<file path="config.mk">
export PLATFORM = sky130hd
export DESIGN_NAME = eeprom_scan_addr
export DESIGN_NICKNAME = d
export VERILOG_FILES = /design/src/scan_pkg.sv /design/src/eeprom_scan_addr.sv
export SDC_FILE = /design/constraint.sdc
export NUM_CORES = 1
export LEC_CHECK = 0
export BUFFER_PORTS_ARGS = -buffer_cell sky130_fd_sc_hd__buf_4
export CORE_ASPECT_RATIO = 0.9
export CORE_MARGIN = 5
export CORE_UTILIZATION = 50
export CTS_CLUSTER_DIAMETER = 40
export CTS_CLUSTER_SIZE = 24
export DETAILED_ROUTE_END_ITERATION = 8
export GPL_ROUTABILITY_DRIVEN = 0
export GPL_TIMING_DRIVEN = 0
export PLACE_DENSITY = 0.74
export SYNTH_ARGS = -nofsm -noshare
export SYNTH_HDL_FRONTEND = slang
export SYNTH_SLANG_ARGS = --single-unit
</file>
<file path="constraint.sdc">
create_clock -name clock_i -period 6.8 [get_ports clock_i]
set_input_delay 1.36 -clock clock_i [delete_from_list [all_inputs] [get_ports clock_i]]
set_output_delay 1.36 -clock clock_i [all_outputs]
set_load 0.01 [all_outputs]
</file>
<file path="src/scan_pkg.sv">
package scan_pkg;

   // ****************************************************
   // Widths
   // ****************************************************
   localparam int ADDR_W = 16;
   localparam int LIM_W = 17;
   localparam int INC_W = 20;
   localparam int BUS_AW = 5;
   localparam int SYNC_STAGES = 2;

   // ****************************************************
   // Scan ranges and automatic increments
   // ****************************************************
   // Narrow addressing group (width select low)
   localparam logic [LIM_W-1:0] LIMIT_N0 = 17'h00100;
   localparam logic [LIM_W-1:0] LIMIT_N1 = 17'h00200;
   localparam logic [LIM_W-1:0] LIMIT_N2 = 17'h00400;
   localparam logic [LIM_W-1:0] LIMIT_N3 = 17'h00800;
   localparam logic [INC_W-1:0] AUTO_N0 = 20'h00020;
   localparam logic [INC_W-1:0] AUTO_N1 = 20'h00040;
   localparam logic [INC_W-1:0] AUTO_N2 = 20'h00080;
   localparam logic [INC_W-1:0] AUTO_N3 = 20'h00200;
   // Wide addressing group (width select high)
   localparam logic [LIM_W-1:0] LIMIT_W0 = 17'h01000;
   localparam logic [LIM_W-1:0] LIMIT_W1 = 17'h02000;
   localparam logic [LIM_W-1:0] LIMIT_W2 = 17'h04000;
   localparam logic [LIM_W-1:0] LIMIT_W3 = 17'h08000;
   localparam logic [INC_W-1:0] AUTO_W0 = 20'h00200;
   localparam logic [INC_W-1:0] AUTO_W1 = 20'h00400;
   localparam logic [INC_W-1:0] AUTO_W2 = 20'h00800;
   localparam logic [INC_W-1:0] AUTO_W3 = 20'h01000;

   localparam logic [3:0] STEP_AUTO_LO = 4'h0;
   localparam logic [3:0] STEP_AUTO_HI = 4'hf;
   localparam int STEP_DIR_BIT = 3;

   // ****************************************************
   // Signature header bytes
   // ****************************************************
   localparam logic [7:0] SIG_B0 = 8'hee;
   localparam logic [7:0] SIG_B1 = 8'hc0;
   localparam logic [7:0] SIG_B2 = 8'hde;
   localparam logic [7:0] SIG_B3 = 8'h1f;
   localparam logic [1:0] SIG_LAST = 2'h3;

   // ****************************************************
   // Register map (byte addresses)
   // ****************************************************
   localparam logic [BUS_AW-1:0] REG_CTRL = 5'h00;
   localparam logic [BUS_AW-1:0] REG_STATUS = 5'h04;
   localparam logic [BUS_AW-1:0] REG_CONFIG = 5'h08;
   localparam logic [BUS_AW-1:0] REG_INCR = 5'h0c;
   localparam logic [BUS_AW-1:0] REG_FOUND = 5'h10;
   localparam logic [BUS_AW-1:0] REG_PTR_ADDR = 5'h14;
   localparam logic [BUS_AW-1:0] REG_PTR_DATA = 5'h18;
   localparam int CTRL_RESTART = 0;

   // ****************************************************
   // Scan sequencer states
   // ****************************************************
   typedef enum logic [4:0] {
      ST_SETTLE = 5'h01,
      ST_PROBE = 5'h02,
      ST_FOUND = 5'h04,
      ST_NONE = 5'h08,
      ST_PTR = 5'h10
   } scan_state_t;

endpackage : scan_pkg

</file>
<file path="src/eeprom_scan_addr.sv">
`timescale 1ns/1ns
`default_nettype none

module eeprom_scan_addr (
   // Clock and reset
   input wire logic clock_i,
   input wire logic reset_n_i,
   // Strap pins
   input wire logic mem_addr_width_sel_i,
   input wire logic strap_pin_b_bit3_i,
   input wire logic strap_pin_c_bit3_i,
   input wire logic [3:0] strap_pin_d_code_i,
   // Byte read port to the serial engine
   output logic rd_req_o,
   output logic [scan_pkg::ADDR_W-1:0] rd_addr_o,
   input wire logic rd_ack_i,
   input wire logic [7:0] rd_data_i,
   // Scan status
   output logic scan_done_o,
   output logic found_o,
   output logic [scan_pkg::ADDR_W-1:0] found_addr_o,
   // Avalon-MM slave
   input wire logic [scan_pkg::BUS_AW-1:0] avs_address_i,
   input wire logic avs_read_i,
   input wire logic avs_write_i,
   input wire logic [31:0] avs_writedata_i,
   output logic [31:0] avs_readdata_o,
   output logic avs_waitrequest_o
);

   // ****************************************************
   // Strap synchronisers
   // ****************************************************
   logic [6:0] strap_meta;
   logic [6:0] strap_sync;

   always_ff @(posedge clock_i) begin
      if (!reset_n_i) begin
         strap_meta <= 7'h00;
         strap_sync <= 7'h00;
      end else begin
         strap_meta <= {mem_addr_width_sel_i, strap_pin_b_bit3_i,
                        strap_pin_c_bit3_i, strap_pin_d_code_i};
         strap_sync <= strap_meta;
      end
   end

   // ****************************************************
   // State
   // ****************************************************
   scan_pkg::scan_state_t state;
   scan_pkg::scan_state_t next_state;
   logic [1:0] settle_cnt;
   logic [1:0] next_settle_cnt;
   logic cfg_wide;
   logic next_cfg_wide;
   logic [1:0] cfg_size;
   logic [1:0] next_cfg_size;
   logic [3:0] cfg_step;
   logic [3:0] next_cfg_step;
   logic [scan_pkg::ADDR_W-1:0] probe_addr;
   logic [scan_pkg::ADDR_W-1:0] next_probe_addr;
   logic [1:0] byte_idx;
   logic [1:0] next_byte_idx;
   logic rd_req;
   logic next_rd_req;
   logic [scan_pkg::ADDR_W-1:0] rd_addr;
   logic [scan_pkg::ADDR_W-1:0] next_rd_addr;
   logic [scan_pkg::ADDR_W-1:0] found_addr;
   logic [scan_pkg::ADDR_W-1:0] next_found_addr;
   logic [scan_pkg::ADDR_W-1:0] ptr_addr;
   logic [scan_pkg::ADDR_W-1:0] next_ptr_addr;
   logic [7:0] ptr_data;
   logic [7:0] next_ptr_data;
   logic waitreq;
   logic next_waitreq;
   logic [31:0] rdata;
   logic [31:0] next_rdata;

   // ****************************************************
   // Increment and range decode
   // ****************************************************
   logic [scan_pkg::INC_W-1:0] auto_inc;
   logic [scan_pkg::INC_W-1:0] raw_inc;
   logic [scan_pkg::LIM_W-1:0] scan_limit;
   logic [scan_pkg::LIM_W-1:0] eff_inc;
   logic [scan_pkg::LIM_W-1:0] next_probe_sum;
   logic [7:0] sig_byte;

   always_comb begin
      unique case ({cfg_wide, cfg_size})
         3'h0: begin
            scan_limit = scan_pkg::LIMIT_N0;
            auto_inc = scan_pkg::AUTO_N0;
         end
         3'h1: begin
            scan_limit = scan_pkg::LIMIT_N1;
            auto_inc = scan_pkg::AUTO_N1;
         end
         3'h2: begin
            scan_limit = scan_pkg::LIMIT_N2;
            auto_inc = scan_pkg::AUTO_N2;
         end
         3'h3: begin
            scan_limit = scan_pkg::LIMIT_N3;
            auto_inc = scan_pkg::AUTO_N3;
         end
         3'h4: begin
            scan_limit = scan_pkg::LIMIT_W0;
            auto_inc = scan_pkg::AUTO_W0;
         end
         3'h5: begin
            scan_limit = scan_pkg::LIMIT_W1;
            auto_inc = scan_pkg::AUTO_W1;
         end
         3'h6: begin
            scan_limit = scan_pkg::LIMIT_W2;
            auto_inc = scan_pkg::AUTO_W2;
         end
         3'h7: begin
            scan_limit = scan_pkg::LIMIT_W3;
            auto_inc = scan_pkg::AUTO_W3;
         end
      endcase

      // Scales the automatic value, never replaces it
      if (cfg_step == scan_pkg::STEP_AUTO_LO ||
          cfg_step == scan_pkg::STEP_AUTO_HI) begin
         raw_inc = auto_inc;
      end else if (!cfg_step[scan_pkg::STEP_DIR_BIT]) begin
         raw_inc = auto_inc << cfg_step[2:0];
      end else begin
         raw_inc = auto_inc >> cfg_step[2:0];
      end

      // A zero step would spin forever on one probe
      if (raw_inc == '0) begin
         eff_inc = scan_limit - (scan_limit - 17'h00001);
      end else if (raw_inc > {3'h0, scan_limit}) begin
         eff_inc = scan_limit;
      end else begin
         eff_inc = raw_inc[scan_pkg::LIM_W-1:0];
      end

      next_probe_sum = {1'b0, probe_addr} + eff_inc;

      unique case (byte_idx)
         2'h0: sig_byte = scan_pkg::SIG_B0;
         2'h1: sig_byte = scan_pkg::SIG_B1;
         2'h2: sig_byte = scan_pkg::SIG_B2;
         2'h3: sig_byte = scan_pkg::SIG_B3;
      endcase
   end

   // ****************************************************
   // Bus decode
   // ****************************************************
   logic bus_req;
   logic bus_take;
   logic restart_wr;
   logic ptr_wr;

   assign bus_req = avs_read_i || avs_write_i;
   // Request is acted on at the edge where waitrequest is seen low
   assign bus_take = bus_req && !waitreq;
   assign restart_wr = bus_take && avs_write_i &&
                       avs_address_i == scan_pkg::REG_CTRL &&
                       avs_writedata_i[scan_pkg::CTRL_RESTART];
   assign ptr_wr = bus_take && avs_write_i &&
                   avs_address_i == scan_pkg::REG_PTR_ADDR;

   // ****************************************************
   // Next-state logic
   // ****************************************************
   always_comb begin
      next_state = state;
      next_settle_cnt = settle_cnt;
      next_cfg_wide = cfg_wide;
      next_cfg_size = cfg_size;
      next_cfg_step = cfg_step;
      next_probe_addr = probe_addr;
      next_byte_idx = byte_idx;
      next_rd_req = rd_req;
      next_rd_addr = rd_addr;
      next_found_addr = found_addr;
      next_ptr_addr = ptr_addr;
      next_ptr_data = ptr_data;

      unique case (state)
         scan_pkg::ST_SETTLE: begin
            // Wait for the synchronisers to fill before latching
            if (settle_cnt == 2'(scan_pkg::SYNC_STAGES)) begin
               next_cfg_wide = strap_sync[6];
               next_cfg_size = strap_sync[5:4];
               next_cfg_step = strap_sync[3:0];
               next_probe_addr = '0;
               next_byte_idx = '0;
               next_rd_addr = '0;
               next_rd_req = 1'b1;
               next_state = scan_pkg::ST_PROBE;
            end else begin
               next_settle_cnt = settle_cnt + 2'h1;
            end
         end
         scan_pkg::ST_PROBE: begin
            if (rd_ack_i) begin
               if (rd_data_i == sig_byte) begin
                  if (byte_idx == scan_pkg::SIG_LAST) begin
                     next_found_addr = probe_addr;
                     next_rd_req = 1'b0;
                     next_state = scan_pkg::ST_FOUND;
                  end else begin
                     next_byte_idx = byte_idx + 2'h1;
                     next_rd_addr = probe_addr +
                                    {14'h0000, byte_idx} + 16'h0001;
                  end
               end else if (next_probe_sum >= scan_limit) begin
                  next_rd_req = 1'b0;
                  next_state = scan_pkg::ST_NONE;
               end else begin
                  next_probe_addr =
                     next_probe_sum[scan_pkg::ADDR_W-1:0];
                  next_byte_idx = '0;
                  next_rd_addr = next_probe_sum[scan_pkg::ADDR_W-1:0];
               end
            end
         end
         scan_pkg::ST_FOUND, scan_pkg::ST_NONE: begin
            // Serial port stays silent unless restarted or, in ST_FOUND, a pointer address is written
            if (restart_wr) begin
               next_probe_addr = '0;
               next_byte_idx = '0;
               next_rd_addr = '0;
               next_rd_req = 1'b1;
               next_state = scan_pkg::ST_PROBE;
            end else if (ptr_wr && state == scan_pkg::ST_FOUND) begin
               // No range check: pointers may lie past the limit
               next_ptr_addr = avs_writedata_i[scan_pkg::ADDR_W-1:0];
               next_rd_addr = avs_writedata_i[scan_pkg::ADDR_W-1:0];
               next_rd_req = 1'b1;
               next_state = scan_pkg::ST_PTR;
            end
         end
         scan_pkg::ST_PTR: begin
            if (rd_ack_i) begin
               next_ptr_data = rd_data_i;
               next_rd_req = 1'b0;
               next_state = scan_pkg::ST_FOUND;
            end
         end
      endcase
   end

   // ****************************************************
   // Register read data and handshake
   // ****************************************************
   always_comb begin
      next_waitreq = 1'b1;
      next_rdata = rdata;
      if (bus_req && waitreq) begin
         next_waitreq = 1'b0;
         next_rdata = '0;
         if (avs_read_i) begin
            unique case (avs_address_i)
               scan_pkg::REG_STATUS: begin
                  next_rdata[0] = state == scan_pkg::ST_PROBE;
                  next_rdata[1] = state == scan_pkg::ST_FOUND ||
                                  state == scan_pkg::ST_PTR;
                  next_rdata[2] = state == scan_pkg::ST_NONE;
                  next_rdata[3] = state == scan_pkg::ST_PTR;
                  next_rdata[4] = state != scan_pkg::ST_SETTLE;
               end
               scan_pkg::REG_CONFIG: begin
                  next_rdata[6:0] = {cfg_step, cfg_size, cfg_wide};
               end
               scan_pkg::REG_INCR: begin
                  next_rdata[scan_pkg::LIM_W-1:0] = eff_inc;
               end
               scan_pkg::REG_FOUND: begin
                  next_rdata[scan_pkg::ADDR_W-1:0] = found_addr;
               end
               scan_pkg::REG_PTR_ADDR: begin
                  next_rdata[scan_pkg::ADDR_W-1:0] = ptr_addr;
               end
               scan_pkg::REG_PTR_DATA: begin
                  next_rdata[7:0] = ptr_data;
               end
               default: begin
                  next_rdata = '0;
               end
            endcase
         end
      end
   end

   // ****************************************************
   // Registers
   // ****************************************************
   always_ff @(posedge clock_i) begin
      if (!reset_n_i) begin
         state <= scan_pkg::ST_SETTLE;
         settle_cnt <= 2'h0;
         cfg_wide <= 1'b0;
         cfg_size <= 2'h0;
         cfg_step <= 4'h0;
         probe_addr <= '0;
         byte_idx <= 2'h0;
         rd_req <= 1'b0;
         rd_addr <= '0;
         found_addr <= '0;
         ptr_addr <= '0;
         ptr_data <= 8'h00;
         waitreq <= 1'b1;
         rdata <= 32'h0000_0000;
         scan_done_o <= 1'b0;
         found_o <= 1'b0;
      end else begin
         state <= next_state;
         settle_cnt <= next_settle_cnt;
         cfg_wide <= next_cfg_wide;
         cfg_size <= next_cfg_size;
         cfg_step <= next_cfg_step;
         probe_addr <= next_probe_addr;
         byte_idx <= next_byte_idx;
         rd_req <= next_rd_req;
         rd_addr <= next_rd_addr;
         found_addr <= next_found_addr;
         ptr_addr <= next_ptr_addr;
         ptr_data <= next_ptr_data;
         waitreq <= next_waitreq;
         rdata <= next_rdata;
         scan_done_o <= next_state == scan_pkg::ST_FOUND ||
                        next_state == scan_pkg::ST_PTR ||
                        next_state == scan_pkg::ST_NONE;
         found_o <= next_state == scan_pkg::ST_FOUND ||
                    next_state == scan_pkg::ST_PTR;
      end
   end

   // ****************************************************
   // Outputs
   // ****************************************************
   assign rd_req_o = rd_req;
   assign rd_addr_o = rd_addr;
   assign found_addr_o = found_addr;
   assign avs_readdata_o = rdata;
   assign avs_waitrequest_o = waitreq;

endmodule : eeprom_scan_addr

`default_nettype wire

</file>
==> impl_metrics.tcl, run 1 <==
set metrics [dict create \
    antenna_found_initial 0 \
    path_clk_slew_ns 0.06 \
    grt_setup_unrepaired "true" \
    worstMarginPinSlew_ns 1.01 \
    wl_per_cell_um 21.9 \
    outcome "complete, but fails checks" \
    violations "negative setup slack" \
    slew_headroom 0.321 \
    grt_pass1_wl_um 49300 \
    start_kind "flop" \
    cts_made_buffers 17 \
    ir_drop_uv 205 \
    htreeDepth 4 \
    die_area_sq_mm 0.0205 \
    ys_types 81 \
    ys_warn_count 0 \
    ys.flop_type "dfxtp_1" \
    drt_iter0_markers 1340 \
    vias 9956 \
    post-route-min-period_ns 6.89 \
    multi_input_area_sq_mm 0.00628 \
    r2r_slack_ns -0.09 \
    fin_hold_ws_ns 0.430 \
    initial_core_util 0.506 \
    final_cells 1540 \
    io_buffers 93 \
    cap_viol_max_count 0 \
    ys_seq_area_frac 0.297 \
    p_leak_nw 4.73 \
    dp_cells 1472 \
    fin_nets 1385 \
    grt_usage 0.311 \
    synth_common_cells "132 x dfxtp_1, 112 x nor2_1, 96 x nand2_1, 78 x a21oi_1, 70 x mux2i_1" \
    seqCellArea_sq_mm 0.00265 \
    power_mw 3.01 \
    wirelength_um 33800 \
    vias_per_cell 6.46 \
    cpMaxStageDelayCell "or3_4" \
    grt_max_degree 17 \
    diodes 0 \
    slew_viol_final 0 \
    setup_ws_ns -0.0910 \
    cpLargestDelayFamily "compound AO/OA/AOI/OAI gates" \
    required_ns 7.13 \
    hold_depth 1 \
    first_pass_iters 8 \
    fin_skew_ns 0.00896 \
    num_rows 46 \
    hold_violations 0 \
    r2r_cells 31 \
    drc 0 \
    fin_util 0.656 \
    critPathArrivalTime_ns 7.22 \
    grt-ovfl-total 0 \
    crit_path_end_kind "flop" \
    drive_gt1_frac 0.239 \
    preCtsSetupSlack_ns -1.34 \
    r2r-end "probe_addr[1]" \
    cts_root_buf "clkbuf_16" \
    io_pins 125 \
    grt_pass1_vias 8687 \
    path_buf_inv 6 \
    synth.most_common_cell "dfxtp_1" \
    clock.fmax_ghz 0.145 \
    hpwl_um 24100 \
    netlist.area_leader.share 0.297 \
    die_y_um 136 \
    crit_top_cell "o21ai_4" \
    yosys_register_bits 132 \
    slowest_delay_ns 0.45 \
    critPathKind "reg -> reg" \
    worstHoldPathType "reg -> reg" \
    avgSynthCellArea_sq_um 7.90 \
    die_w_um 151 \
    synth_area_leader_cell "dfxtp_1" \
    synthCells 1125 \
    ant_nets 0 \
    hp-start "strap_meta[4]" \
    clkSinkCount 132 \
    fill_cells 1425 \
    p_per_area_mw_per_mm2 262 \
    r2r-start "cfg_step[0]" \
    clk_latency_ns 0.44 \
    core-area_sq_mm 0.0176 \
    syn_area_sq_mm 0.00889 \
    finalSetupViolations 27 \
    hold_end "strap_sync[4]" \
    synthTopCellsByArea "dfxtp_1 30%, mux2i_1 7.9%, ha_1 5.3%, nor2_1 4.7%, a21oi_1 4.4%" \
    syn2layout_area_growth_pct 29.6 \
    synth_edf_count 0 \
    critPathMaxFanout 10 \
    postSynth.asyncResetShare 0 \
    clock_path_buffers 2 \
    fin_crit_sh 1.01 \
    cts_tree "done" \
]
==> layer usage <==
layer,vias up,wire length [um],global-route usage
li1,4398,-,-
met1,4647,13300,0.425
met2,748,14300,0.465
met3,163,4480,0.0861
met4,0,1680,0.124
met5,-,0,0
==> worst reg2reg max path, delay by kind of cell (launching register included) <==
kind                       cells  cell delay (ns)
adders and majority gates      5             1.35
buffers and inverters          6             0.71
AOI/OAI and AO/OA             14             3.07
and+or+nand+nor                4             0.82
muxes                          2             0.52
DFF                            1             0.30
==> flip-flops by register name, indices dropped and copies added (netlist names), 2 cells and up <==
signal and cells:
auto_inc 2, avs_readdata_o 17, byte_idx 2, cfg_size 2
cfg_step 4, found_addr_o 16, probe_addr 16, ptr_addr 16
ptr_data 8, rd_addr_o 16, scan_limit 7, settle_cnt 2
state 5, strap_meta 7, strap_sync 7
==> cells by family (layout without fill, tap and decap cells) <==
logic type / count (synthesis) / count (layout) / synth area share
and+or+nand+nor: 406 / 406 / 0.223
muxes: 82 / 82 / 0.0940
other: 1 / 15 / 0.000422
DFF: 132 / 132 / 0.297
AOI/OAI and AO/OA: 300 / 300 / 0.229
buffers and inverters: 133 / 294 / 0.0674
adders and majority gates: 41 / 41 / 0.0591
xor gates and xnor gates: 30 / 30 / 0.0296
==> per-stage QoR <==
stage	instance area [sq um]	setup TNS, ns
finish	11500	-1.36
global route	11500	-7.17
CTS	10900	0
detailed placement	9950	-44.60
global placement	9950	-45.84
floorplan	8950	0
==> final cells by class <==
cell class                      instances  share of cell area
Multi-Input combinational cell        874               0.545
Sequential cell                       132               0.230
Timing Repair Buffer                  134              0.0890
Buffer                                 84              0.0441
Clock buffer                           23              0.0415
Tap cell                              240              0.0261
Inverter                               45              0.0151
Clock inverter                          8             0.00880
==> power by group <==
group          internal (mW)  leakage (nW)  switching [mW]
clock                  0.566         0.275           0.368
sequential             0.815          1.07          0.0282
combinational          0.535          3.38           0.704
==> timing repair <==
action | 4_1_cts | 5_1_grt
setup endpoints to repair | 39 | 39
setup buffers | 18 | 21
cloned | 0 | 2
pin swaps | 13 | 51
resized for setup | 49 | 109
hold endpoints to repair | 0 | 0
hold buffers | 0 | 0
==> cells in the final DEF (no fill, tap or decap), drive strengths merged, types with 9 or more instances in the layout <==
master,n
and2,25
xor2,13
inv,45
or2,9
clkbuf,69
conb,15
mux2,12
o211ai,20
a22oi,10
nor4,10
a21o,12
o21ai,64
a31oi,12
nand3,38
a32o,10
dfxtp,132
nand2,96
nand2b,16
nor3,44
xnor2,17
a21oi,80
mux2i,70
buf,172
nor2,112
or3,9
ha,38
==> how the worst max path moves through the flow <==
stage                     start  cells after the start              to
floorplan           cfg_step[0]                     29  probe_addr[15]
CTS                 cfg_step[0]                     32    rd_addr_o[5]
global route        cfg_step[0]                     31   probe_addr[0]
finish              cfg_step[0]                     31   probe_addr[1]
global placement    cfg_step[3]                     32  probe_addr[11]
detailed placement  cfg_step[3]                     32  probe_addr[11]
No activity file was read; power rests on OpenSTA's default activity.
==> inputs of run 2 (changes only) <==
- CORE_UTILIZATION: 50 -> 59
- PLACE_DENSITY: 0.74 -> 0.82
- clock period: 6.8 -> 7.7 ns (I/O delays scaled with it)
==> run 2 against run 1 <==
The flow now finishes without violations. Clock-buffer cell count is 2 higher. Design area is 8.5% lower. Hold slack better by 0.0029 ns. Die area shrank 14%. Sequential power is 12% lower. Cell count fell by 5.1%. Sequential share of layout area rose by 2.1 points. Utilization grew 5.8 points. Critical endpoint is now probe_addr[12]. Highest routed layer unchanged.
==> impl_metrics.tcl, run 2 (synthesized netlist as in run 1, its figures left out) <==
set metrics [dict create \
    slew_viol_final 0 \
    setup_ws_ns 0.0695 \
    finalSetupViolations 0 \
    placed_cell_area_sq_mm 0.00989 \
    multi_input_area_sq_mm 0.00581 \
    path_buf_inv 4 \
    outcome "finished, final reports clean" \
    fin_skew_ns 0.00855 \
    clock_power_share 0.313 \
    vias 9570 \
    die_y_um 126 \
    fill_cells 1185 \
    required_ns 8.00 \
    hold_violations 0 \
    fin_area_sq_mm 0.0105 \
    cpLargestDelayFamily "compound AO/OA/AOI/OAI gates" \
    clkSinkCount 132 \
    slowest_delay_ns 0.64 \
    clk_latency_ns 0.42 \
    seqPwrFrac 0.321 \
    grt_max_degree 17 \
    post-route-min-period_ns 7.63 \
    worstHoldPathType "reg -> reg" \
    preCtsSetupSlack_ns -0.774 \
    path_clk_slew_ns 0.05 \
    final_common_cell "dfxtp_1" \
    wirelength_um 30500 \
    vias_per_cell 6.55 \
    drive_gt1_frac 0.163 \
    crit_top_cell "ha_1" \
    io_buffers 93 \
    core-area_sq_mm 0.0148 \
    num_rows 42 \
    seqCellArea_sq_mm 0.00264 \
    grt_pass1_wl_um 47000 \
    grt-ovfl-total 0 \
    grt_pass1_vias 8773 \
    crit_path_end_kind "flop" \
    drc 0 \
    ir_drop_uv 174 \
    wl_per_cell_um 20.9 \
    die_area_sq_mm 0.0176 \
    io_pins 125 \
    die_w_um 139 \
    drt_iter0_markers 1452 \
    clock.fmax_ghz 0.131 \
    cap_viol_max_count 0 \
    fin_nets 1348 \
    worstMarginPinSlew_ns 0.963 \
    p_per_area_mw_per_mm2 220 \
    comb_power_share 0.366 \
    grt_usage 0.331 \
    htreeDepth 4 \
    p_int_mw 1.48 \
    layout_common_cells "131 x dfxtp_1, 114 x buf_4, 112 x nor2_1" \
    initial_core_util 0.602 \
    power.switching_mw 0.837 \
    cpMaxStageDelayCell "dfxtp_1" \
    antenna_found_initial 0 \
    syn2layout_area_growth_pct 18.6 \
    cts_tree "done" \
    fin_hold_ws_ns 0.433 \
    fin_crit_sh 0.991 \
    ant_nets 0 \
    critPathKind "reg -> reg" \
    start_kind "flop" \
    p_leak_nw 4.40 \
    slew_headroom 0.358 \
    cts_made_buffers 17 \
    clock_path_buffers 2 \
    hpwl_um 23400 \
    critPathArrivalTime_ns 7.93 \
    critPathMaxFanout 10 \
    first_pass_iters 9 \
    cts_root_buf "clkbuf_16" \
    largest_reg_flops 17 \
    swShare 0.362 \
]
-- run 2: metrics by stage --
stage,std cells,total power [mW],utilization,TNS [ns]
4_1_cts,1458,2.25,0.707,0
6_report,1461,2.31,0.714,0
2_1_floorplan,1139,1.31,-,0
3_5_place_dp,1430,1.53,0.670,-21.29
3_3_place_gp,1430,1.51,0.670,-15.10
5_1_grt,1460,2.41,0.714,-0.177
-- run 2: repair_timing --
action                     4_1_cts  5_1_grt
pin swaps                        0        4
setup buffers                    0        3
setup endpoints to repair       38       38
hold buffers                     0        0
gates resized for setup         13       23
-- run 2: power by group through the flow --
| stage | clock (mW) | combinational (mW) | sequential, mW |
|---|---|---|---|
| global route | 0.752 | 0.908 | 0.746 |
| detailed placement | 0 | 0.771 | 0.756 |
| finish | 0.725 | 0.846 | 0.743 |
| CTS | 0.721 | 0.791 | 0.743 |
| floorplan | 0 | 0.552 | 0.759 |
| global placement | 0 | 0.756 | 0.755 |
-- run 2: layer usage --
metal | share of wire | vias up | GRT usage
met5 | 0 | - | 0
met4 | 0.045 | 0 | 0.142
met3 | 0.15 | 126 | 0.110
met2 | 0.41 | 757 | 0.485
met1 | 0.39 | 4370 | 0.446
li1 | - | 4317 | -
-- run 2: worst paths after layout --
| kind | from | to | cells after the start | slack (ns) |
|---|---|---|---|---|
| max reg2reg | scan_limit[8] | probe_addr[12] | 30 | 0.07 |
| min | strap_meta[0] | strap_sync[0] | 1 | 0.43 |
| max | scan_limit[8] | probe_addr[12] | 30 | 0.07 |
| min reg2reg | strap_meta[0] | strap_sync[0] | 1 | 0.43 |
-- run 2: layout make-up --
class	count	area share
tap	198	0.0235
inverter	45	0.0160
sequential	132	0.251
timing repair buffer	96	0.0684
multi-input combinational	874	0.551
antenna	1	0.000237
buffer	85	0.0414
clock inverter	5	0.00261
clock buffer	25	0.0461
